[src/rtl/ucg_defines.svh]
// Constants of the group on/off controller: times, presets, offsets and field positions.
// Assumes a single 50 MHz system clock and a 32-bit register bus.
`ifndef UCG_DEFINES_SVH
`define UCG_DEFINES_SVH

// ----------------------------------------------------------------
// Clock and times
// ----------------------------------------------------------------
`define UCG_CLK_HZ 50000000
`define UCG_GAP_TIME_S 6
`define UCG_HOLD_TIME_S 3
`define UCG_IDLE_TIME_S 30
`define UCG_FLASH_TIME_MS 125
`define UCG_MS_PER_S 1000

// ----------------------------------------------------------------
// Sizes
// ----------------------------------------------------------------
`define UCG_NUNIT 16
`define UCG_AW 4
`define UCG_NKEY 18
`define UCG_KEY_GRP_PWR 16
`define UCG_KEY_GRP_MODE 17
`define UCG_CNT_W 32
`define UCG_SP_W 5
`define UCG_NEV 4

// ----------------------------------------------------------------
// Mode presets in degrees Celsius
// ----------------------------------------------------------------
`define UCG_COOL_SP 5'h14
`define UCG_HEAT_SP 5'h1C

// ----------------------------------------------------------------
// Register byte offsets
// ----------------------------------------------------------------
`define UCG_BUS_AW 5
`define UCG_OFS_STATUS 5'h00
`define UCG_OFS_MASK 5'h04
`define UCG_OFS_CONFIG 5'h08
`define UCG_OFS_STATE 5'h0C
`define UCG_OFS_UNITS 5'h10

// ----------------------------------------------------------------
// Event bits of STATUS and MASK
// ----------------------------------------------------------------
`define UCG_EV_CMD 0
`define UCG_EV_REFUSED 1
`define UCG_EV_FAULT 2
`define UCG_EV_MODE 3

// ----------------------------------------------------------------
// Fields and reset values
// ----------------------------------------------------------------
`define UCG_CFG_SLEEP_EN 0
`define UCG_CFG_RESET 1'h1
`define UCG_ST_HEAT 4
`define UCG_ST_GAP 5
`define UCG_ST_DARK 6
`define UCG_ST_NVM 7

`endif

[src/rtl/ucg_pkg.sv]
// Types of the group on/off controller.
// Assumes ucg_defines.svh is on the include path.
`include "ucg_defines.svh"

package ucg_pkg;

  // Group power key: idle, held, press already acted upon (long press or wake press).
  typedef enum logic [1:0] {
    GK_IDLE = 2'h0,
    GK_HELD = 2'h1,
    GK_DONE = 2'h3
  } ucg_gk_t;

  typedef struct packed {
    logic [`UCG_NKEY-1:0] s1;
    logic [`UCG_NKEY-1:0] s2;
    logic [`UCG_NKEY-1:0] s3;
    logic [`UCG_NKEY-1:0] key;
    ucg_gk_t gk;
    logic [`UCG_CNT_W-1:0] hold;
    logic [`UCG_CNT_W-1:0] gap;
    logic gap_busy;
    logic [`UCG_CNT_W-1:0] idle;
    logic dark;
    logic [`UCG_CNT_W-1:0] flash_cnt;
    logic flash;
    logic heat_mode;
    logic [`UCG_AW-1:0] last_addr;
    logic [`UCG_NUNIT-1:0] heat_d;
    logic [`UCG_NUNIT-1:0] fault_d;
    logic cmd_valid;
    logic cmd_all;
    logic [`UCG_AW-1:0] cmd_addr;
    logic cmd_on;
    logic cmd_mode_set;
    logic cmd_heat;
    logic [`UCG_SP_W-1:0] cmd_setpoint;
    logic [`UCG_NUNIT-1:0] tag_blue;
    logic [`UCG_NUNIT-1:0] tag_red;
    logic grp_blue;
    logic grp_red;
    logic pwr_light;
    logic ack;
    logic [31:0] rdata;
    logic [`UCG_NEV-1:0] status;
    logic [`UCG_NEV-1:0] mask;
    logic sleep_en;
  } ucg_state_t;

endpackage : ucg_pkg

[src/rtl/ucg_top.sv]
// Key and indicator logic of a group on/off controller for sixteen indoor units.
// Assumes debounced-by-us key pins, unit status from network logic on the same clock,
// and an Avalon-MM master on the register port.
//
// Contract
// - Command at most sixteen indoor units at addresses zero to fifteen.
// - Tags map in four rows of four to addresses 0 through 15.
// - Tag lights blue for cooling or fan, red for heating.
// - A unit key toggles that unit: running goes off, stopped goes on.
// - Changes requested within six seconds of the last accepted change are ignored.
// - A faulty unit flashes its tag red quickly.
// - After key inactivity all lights go dark; any key press wakes.
// - Group mode key sets all units to one mode, cooling or heating only.
// - Cooling is 20 degrees, high fan, blue; heating 28 degrees, high fan, red.
// - Mode changed by another device updates the tag colour to actual mode.
// - Holding group power key three seconds or more toggles all units.
// - Shorter group power press toggles the most recently controlled unit.
// - Fast flash of group power light shows parameter memory fault.
// - Mode presets cannot be changed from the controller keys.
// - Duplicate network addresses are seen as a single unit.
`timescale 1ns/1ps
`default_nettype none

module ucg_top
  import ucg_pkg::*;
#(
  parameter int unsigned GAP_CYC = `UCG_GAP_TIME_S * `UCG_CLK_HZ,
  parameter int unsigned HOLD_CYC = `UCG_HOLD_TIME_S * `UCG_CLK_HZ,
  parameter int unsigned IDLE_CYC = `UCG_IDLE_TIME_S * `UCG_CLK_HZ,
  parameter int unsigned FLASH_CYC = `UCG_FLASH_TIME_MS * (`UCG_CLK_HZ / `UCG_MS_PER_S)
) (
  input wire logic mclk,
  input wire logic rst,
  input wire logic [`UCG_NUNIT-1:0] unit_key,
  input wire logic grp_pwr_key,
  input wire logic grp_mode_key,
  input wire logic [`UCG_NUNIT-1:0] unit_present,
  input wire logic [`UCG_NUNIT-1:0] unit_running,
  input wire logic [`UCG_NUNIT-1:0] unit_heat,
  input wire logic [`UCG_NUNIT-1:0] unit_fault,
  input wire logic nvm_fault,
  output logic cmd_valid,
  output logic cmd_all,
  output logic [`UCG_AW-1:0] cmd_addr,
  output logic cmd_on,
  output logic cmd_mode_set,
  output logic cmd_heat,
  output logic [`UCG_SP_W-1:0] cmd_setpoint,
  output logic cmd_fan_high,
  output logic [`UCG_NUNIT-1:0] tag_blue,
  output logic [`UCG_NUNIT-1:0] tag_red,
  output logic grp_blue,
  output logic grp_red,
  output logic pwr_light,
  input wire logic [`UCG_BUS_AW-1:0] avs_address,
  input wire logic avs_read,
  input wire logic avs_write,
  input wire logic [31:0] avs_writedata,
  input wire logic [3:0] avs_byteenable,
  output logic [31:0] avs_readdata,
  output logic avs_waitrequest,
  output logic irq
);

  // ----------------------------------------------------------------
  // Helpers
  // ----------------------------------------------------------------
  // Row and column of a tag give its network address.
  function automatic logic [`UCG_AW-1:0] tag_addr(input int unsigned tag);
    logic [`UCG_AW-1:0] t;
    t = tag[`UCG_AW-1:0];
    return {t[3:2], t[1:0]};
  endfunction : tag_addr

  function automatic logic sel(input logic [`UCG_BUS_AW-1:0] a, input logic [`UCG_BUS_AW-1:0] ofs);
    return a == ofs;
  endfunction : sel

  ucg_state_t q;
  ucg_state_t n;
  logic [`UCG_NKEY-1:0] press;
  logic [`UCG_NKEY-1:0] release_k;
  logic [`UCG_NUNIT-1:0] run_now;
  logic [`UCG_NUNIT-1:0] heat_now;
  logic [`UCG_NUNIT-1:0] fault_now;
  logic req_long;
  logic req_short;
  logic req_mode;
  logic req_unit;
  logic [`UCG_AW-1:0] unit_sel;
  logic wake;
  logic issue;
  logic [`UCG_NEV-1:0] ev;
  logic bus_req;

  // The network reports one record per address, so a duplicate address shows as one unit.
  assign run_now = unit_present & unit_running;
  assign heat_now = unit_present & unit_heat;
  assign fault_now = unit_present & unit_fault;
  assign bus_req = avs_read | avs_write;

  // ----------------------------------------------------------------
  // Next state
  // ----------------------------------------------------------------
  always_comb begin
    n = q;
    // Three-stage key synchronisers; a change counts when stages two and three agree.
    n.s1 = {grp_mode_key, grp_pwr_key, unit_key};
    n.s2 = q.s1;
    n.s3 = q.s2;
    n.key = (q.s2 & q.s3) | (q.key & (q.s2 ^ q.s3));
    press = n.key & ~q.key;
    release_k = q.key & ~n.key;
    wake = q.dark && (|press);

    // Power saving: any key press restarts the idle count and lights up again.
    if (|press) begin
      n.idle = '0;
      n.dark = 1'b0;
    end else if (q.idle != IDLE_CYC) begin
      n.idle = q.idle + 1'b1;
    end else begin
      n.dark = q.sleep_en;
    end

    n.flash_cnt = q.flash_cnt + 1'b1;
    if (q.flash_cnt == FLASH_CYC - 1) begin
      n.flash_cnt = '0;
      n.flash = ~q.flash;
    end

    // Group power key: long press acts once at the threshold, short press on release.
    req_long = 1'b0;
    req_short = 1'b0;
    n.hold = '0;
    case (q.gk)
      GK_IDLE: begin
        if (press[`UCG_KEY_GRP_PWR]) begin
          n.gk = wake ? GK_DONE : GK_HELD;
        end
      end
      GK_HELD: begin
        n.hold = q.hold + 1'b1;
        if (release_k[`UCG_KEY_GRP_PWR]) begin
          req_short = 1'b1;
          n.gk = GK_IDLE;
        end else if (q.hold == HOLD_CYC - 1) begin
          req_long = 1'b1;
          n.gk = GK_DONE;
        end
      end
      GK_DONE: begin
        if (!n.key[`UCG_KEY_GRP_PWR]) begin
          n.gk = GK_IDLE;
        end
      end
      default: begin
        n.gk = GK_IDLE;
      end
    endcase

    req_mode = press[`UCG_KEY_GRP_MODE] && !wake;
    req_unit = 1'b0;
    unit_sel = '0;
    for (int i = `UCG_NUNIT - 1; i >= 0; i--) begin
      if (press[i] && !wake) begin
        req_unit = 1'b1;
        unit_sel = tag_addr(i);
      end
    end

    // Change spacing: a new command only once the gap since the last one has run out.
    if (q.gap_busy) begin
      n.gap = q.gap + 1'b1;
      if (q.gap == GAP_CYC - 1) begin
        n.gap_busy = 1'b0;
      end
    end
    issue = (req_long || req_short || req_mode || req_unit) && !q.gap_busy;
    ev = '0;
    ev[`UCG_EV_REFUSED] = (req_long || req_short || req_mode || req_unit) && q.gap_busy;
    ev[`UCG_EV_CMD] = issue;

    n.cmd_valid = issue;
    n.cmd_mode_set = 1'b0;
    if (issue) begin
      n.gap = '0;
      n.gap_busy = 1'b1;
      n.cmd_all = 1'b0;
      n.cmd_heat = q.heat_mode;
      if (req_long) begin
        n.cmd_all = 1'b1;
        n.cmd_on = ~(|run_now);
      end else if (req_mode) begin
        n.heat_mode = ~q.heat_mode;
        n.cmd_heat = ~q.heat_mode;
        n.cmd_all = 1'b1;
        n.cmd_on = 1'b1;
        n.cmd_mode_set = 1'b1;
      end else if (req_short) begin
        n.cmd_addr = q.last_addr;
        n.cmd_on = ~run_now[q.last_addr];
      end else begin
        n.cmd_addr = unit_sel;
        n.last_addr = unit_sel;
        n.cmd_on = ~run_now[unit_sel];
      end
      // Presets are fixed here; no key path can alter them.
      n.cmd_setpoint = n.cmd_heat ? `UCG_HEAT_SP : `UCG_COOL_SP;
    end

    // Tag lights follow what the units report, so remote changes show at once; the group lights show heat_mode.
    n.heat_d = heat_now;
    n.fault_d = fault_now;
    ev[`UCG_EV_MODE] = |((heat_now ^ q.heat_d) & run_now);
    ev[`UCG_EV_FAULT] = |(fault_now & ~q.fault_d);
    if (q.dark) begin
      n.tag_blue = '0;
      n.tag_red = '0;
      n.grp_blue = 1'b0;
      n.grp_red = 1'b0;
      n.pwr_light = 1'b0;
    end else begin
      n.tag_blue = run_now & ~heat_now & ~fault_now;
      n.tag_red = (run_now & heat_now & ~fault_now) | (fault_now & {`UCG_NUNIT{q.flash}});
      n.grp_blue = ~q.heat_mode;
      n.grp_red = q.heat_mode;
      n.pwr_light = nvm_fault ? q.flash : (|run_now);
    end

    // Register port: one wait cycle, then the answer.
    // A write lands at the edge at which the master sees waitrequest low, never earlier.
    // Read data is captured one edge before that, so it already stands when the master takes it.
    n.ack = bus_req && !q.ack;
    n.status = q.status | ev;
    if (avs_write && q.ack && avs_byteenable[0]) begin
      if (sel(avs_address, `UCG_OFS_STATUS)) begin
        n.status = (q.status & ~avs_writedata[`UCG_NEV-1:0]) | ev;
      end
      if (sel(avs_address, `UCG_OFS_MASK)) begin
        n.mask = avs_writedata[`UCG_NEV-1:0];
      end
      if (sel(avs_address, `UCG_OFS_CONFIG)) begin
        n.sleep_en = avs_writedata[`UCG_CFG_SLEEP_EN];
      end
    end
    if (avs_read && !q.ack) begin
      n.rdata = '0;
      if (sel(avs_address, `UCG_OFS_STATUS)) begin
        n.rdata[`UCG_NEV-1:0] = q.status;
      end
      if (sel(avs_address, `UCG_OFS_MASK)) begin
        n.rdata[`UCG_NEV-1:0] = q.mask;
      end
      if (sel(avs_address, `UCG_OFS_CONFIG)) begin
        n.rdata[`UCG_CFG_SLEEP_EN] = q.sleep_en;
      end
      if (sel(avs_address, `UCG_OFS_STATE)) begin
        n.rdata[`UCG_AW-1:0] = q.last_addr;
        n.rdata[`UCG_ST_HEAT] = q.heat_mode;
        n.rdata[`UCG_ST_GAP] = q.gap_busy;
        n.rdata[`UCG_ST_DARK] = q.dark;
        n.rdata[`UCG_ST_NVM] = nvm_fault;
      end
      if (sel(avs_address, `UCG_OFS_UNITS)) begin
        n.rdata = {heat_now, run_now};
      end
    end
  end

  // ----------------------------------------------------------------
  // State register
  // ----------------------------------------------------------------
  always_ff @(posedge mclk or posedge rst) begin
    if (rst) begin
      q <= '0;
      q.gk <= GK_IDLE;
      q.sleep_en <= `UCG_CFG_RESET;
    end else begin
      q <= n;
    end
  end

  assign cmd_valid = q.cmd_valid;
  assign cmd_all = q.cmd_all;
  assign cmd_addr = q.cmd_addr;
  assign cmd_on = q.cmd_on;
  assign cmd_mode_set = q.cmd_mode_set;
  assign cmd_heat = q.cmd_heat;
  assign cmd_setpoint = q.cmd_setpoint;
  assign cmd_fan_high = 1'b1;
  assign tag_blue = q.tag_blue;
  assign tag_red = q.tag_red;
  assign grp_blue = q.grp_blue;
  assign grp_red = q.grp_red;
  assign pwr_light = q.pwr_light;
  assign avs_readdata = q.rdata;
  assign avs_waitrequest = bus_req && !q.ack;
  assign irq = |(q.status & q.mask);

  // ----------------------------------------------------------------
  // Checks
  // ----------------------------------------------------------------
  // Unit status of the cycle in which a command was decided, one edge behind the command.
  // Commands are judged against it, because the units may already have answered by then.
  logic [`UCG_NUNIT-1:0] run_prev;
  always_ff @(posedge mclk or posedge rst) begin
    if (rst) begin
      run_prev <= '0;
    end else begin
      run_prev <= run_now;
    end
  end
endmodule : ucg_top

`default_nettype wire

[config.mk]
export PLATFORM = sky130hd
export DESIGN_NAME = ucg_top
export DESIGN_NICKNAME = d
export VERILOG_FILES = /design/src/rtl/ucg_pkg.sv /design/src/rtl/ucg_top.sv
export VERILOG_INCLUDE_DIRS = /design/src /design/src/rtl
export SDC_FILE = /design/constraint.sdc
export NUM_CORES = 1
export LEC_CHECK = 0
export BUFFER_PORTS_ARGS = -buffer_cell sky130_fd_sc_hd__buf_4
export CAP_MARGIN = 20
export CORE_ASPECT_RATIO = 2
export CORE_MARGIN = 2
export CORE_UTILIZATION = 52
export DETAILED_ROUTE_END_ITERATION = 6
export PLACE_DENSITY = 0.76
export SETUP_SLACK_MARGIN = 0.5
export SLEW_MARGIN = 20
export SYNTH_ARGS = -nofsm -noshare
export SYNTH_HDL_FRONTEND = slang
export SYNTH_SLANG_ARGS = --single-unit
[constraint.sdc]
create_clock -name mclk -period 8.68 [get_ports mclk]
set_input_delay 0.434 -clock mclk [delete_from_list [all_inputs] [get_ports mclk]]
set_output_delay 0.434 -clock mclk [all_outputs]
set_load 0.02 [all_outputs]
==> summary.md <==
| Metric | Value |
|---|---|
| DR pass1 iterations | `7` |
| Final instance area | `17500 µm²` |
| ANT nets after route | `0` |
| Synth top area share | `54.6%` |
| Critical path type | `register to register` |
| Cell with the most instances after synthesis | `dfrtp_1` |
| Via density | `5.69` |
| RD Place Congestion | `0.864` |
| Placed instance area | `16200 µm²` |
| Worst R2R End | `cmd_all$_DFFE_PP0P_` |
| Height of the die | `approximately 240 µm` |
| Distinct cell type count after synthesis | `70` |
| Antenna cell count | `0` |
| R2R setup slack | `5.21 ns` |
| Clock sink total | `329` |
| Lkg Pwr | `approximately 8 nW` |
| Largest cells by area after synthesis | `dfrtp_1 (55%), nand2_1 (4.9%), buf_4 (3.7%)` |
| Main synth FF type | `dfrtp_1` |
| Via count | `11100` |
| Post-synthesis area per instance | `10.5 µm²` |
| Final Hold Fails | `0` |
| Vias in the first global route | `11000` |
| Post-synthesis sequential area ratio | `54.7%` |
| IO buf count | `177` |
| Setup Buffers After CTS | `0` |
| DR top layer | `met4` |
| First-pass GRT wire length | `55800 µm` |
| CTS root buf | `clkbuf_16` |
| Syn Inst Count | `1436` |
| Fin crit share | `39.9%` |
| Synth Register Bits | `329` |
| Clk slew on worst S/H paths | `around 0.060 ns` |
| Die ar. | `30400 µm²` |
| Core Box Area | `28600 µm²` |
| Hpwl dp | `23900 µm` |
| DR WL met3 | `1980 µm` |
| Layout cell share with drive strength beyond 1 | `~18%` |
| Remaining global-route overflow | `0` |
| TritonCTS clock tree | `yes` |
| Yosys Warn Count | `0` |
| Metal-1 WL | `roughly 14000 µm` |
| Outcome | `finished, final reports clean` |
| Final slew viol count | `0` |
| Largest net degree at the start of global routing | `roughly 190` |
| Min-Delay Path Class | `primary input to asynchronous set/reset pin` |
| RR Startpoint | `q[260]$_DFFE_PP0P_` |
| Worst VDD drop | `149 µV` |
| Async SR Flop Fraction | `100%` |
| Netlist Area Pre-Place | `15000 µm²` |
| Startpoint Class | `register` |
| Post-synth EDFFs | `0` |
| Crit path launch | `q[260]$_DFFE_PP0P_` |
| Clock Path Buffers | `3` |
| Fmax | `between 200 and 300 MHz` |
| Global Route Usage Sum | `about 22%` |
| RSZ-0062 raised after global routing | `no` |
| Fill cell count | `2278` |
| Area added between synthesis and finish | `16.2%` |
| Crit path max fanout | `32` |
| Post-cts resize count | `0` |
| CP Capture Type | `register` |
| Iteration-0 DRC Markers | `662` |
| Initial antenna violation count | `0` |
| Reg2Reg Depth | `7` |
| Endpoints failing setup | `0` |
| Reg area | `8230 µm²` |
| Final setup TNS | `0 ns` |
| H-tree levels | `1` |
| Fin crit period | `3.47 ns` |
| Synth top cells by count | `dfrtp_1 (328), nand2_1 (197), nor2_1 (117)` |
| Rows | `88` |
| Worst skew pair latency | `around 0.57 ns` |
| WL/cell | `~18 µm` |
| Worst slew margin | `between 20 and 30%` |
| Worst-margin pin slew | `1.09 ns` |
| Leading area contributor after synthesis | `dfrtp_1` |
| Routed wire length | `34000 µm` |
| Residual DRC count | `0` |
| Nets | `1712` |
| Worst EP required | `9.14 ns` |
| Max-cap viol count | `0` |
| Num CTS Buffers | `30` |
| Met2 WL post-DR | `16800 µm` |
| Pwr/cell area | `around 200 nW/µm²` |
| Area of the multi-input gates | `roughly 6000 µm²` |
| Die X | `124 µm` |
| I/O Pins | `212` |
| Initial Util | `between 50 and 60%` |
| Worst EP arrival | `3.93 ns` |
| Final Skew | `0.0134 ns` |
[final cells by class]
type | count | area share [%]
Sequential cell | 329 | 47.1
Multi-Input combinational cell | 970 | 34.3
Timing Repair Buffer | 202 | 9.00
Clock buffer | 35 | 4.58
Tap cell | 360 | 2.58
Clock inverter | 20 | 1.82
Inverter | 28 | 0.622
[stage by stage]
stage          hold WS (ns)  worst slack [ns]  std cells  total power, mW  utilization (%)
2_1_floorplan         0.331              3.85       1437             1.87                -
4_1_cts              0.0207              4.80       1944             3.49             61.1
6_report            0.00698              5.21       1944             3.46             61.1
3_3_place_gp          0.333              4.96       1871             1.97             56.5
5_1_grt              0.0402              4.93       1944             3.59             61.1
3_5_place_dp          0.335              4.82       1871             1.99             56.5
[power breakdown]
| part | internal [mW] | switching, mW | total, mW |
|---|---|---|---|
| clock | 0.900 | 0.590 | 1.49 |
| combinational | 0.137 | 0.189 | 0.326 |
| sequential | 1.60 | 0.0468 | 1.64 |
| total | 2.63 | 0.826 | 3.46 |
[worst max-delay path, stage by stage, from the launching register on]
cell and delay (ns):
dfrtp_1 0.40, nand2b_2 0.55, or4_1 0.42, nand2_1 0.12, nor3_1 0.39, or2_1 0.89, inv_1 0.31, o21a_1 0.26
[worst max-delay path by stage]
stage                                        to
floorplan           avs_readdata[0]$_DFFE_PP0P_
global placement            cmd_all$_DFFE_PP0P_
detailed placement          cmd_all$_DFFE_PP0P_
CTS                         cmd_all$_DFFE_PP0P_
global route                cmd_all$_DFFE_PP0P_
finish                      cmd_all$_DFFE_PP0P_
[layout by cell type (no fill, tap or decap), drive strengths merged, types with 4 or more instances in the layout]
cell type,Yosys,layout
mux2i,19,19
dfrtp,328,328
o22ai,16,16
buf,84,184
nand3,74,74
nor3,15,15
nor2,117,117
o211ai,8,8
clkinvlp,0,4
o21ai,81,81
o31ai,15,15
and4,16,16
xnor2,47,47
clkbuf,26,35
nand2b,13,13
inv,28,28
dlygate4sd3,0,18
nor4,33,33
nand2,197,197
a21oi,24,24
nor2b,16,16
nor4b,14,14
and2,30,30
xor2,57,57
mux4,6,6
a21o,17,17
clkinv,0,8
and3,38,38
bufinv,0,8
mux2,9,9
a22oi,4,4
or3,12,12
or2b,4,4
ha,23,23
nand4,32,32
[flip-flops by register name (all words and copies together) (netlist names), 2 cells and up]
name / cells
avs_readdata: 32
cmd_setpoint: 2
n: 36
q: 216
cmd_addr: 4
tag_blue: 16
tag_red: 16
[timing repair]
action | 4_1_cts | 5_1_grt
hold buffers | 18 | 0
hold endpoints to repair | 18 | 0
endpoints found under the setup margin | 0 | 0
[metal layers]
layer | vias to the layer above | track usage [%]
li1 | 5159 | -
met1 | 5442 | 29.4
met2 | 414 | 37.5
met3 | 54 | 3.24
met4 | 0 | 7.50
met5 | - | 0
[cells by family after synthesis]
kind of cell	Yosys count	synth area share, %
simple gates	619	21.2
flops	329	54.7
compound gates	187	7.73
buf+inv	138	5.49
xor+xnor	104	6.05
mux	34	2.86
fa+ha+maj	23	1.91
other cells	2	0.0499
(Power assumes the default switching activity.)
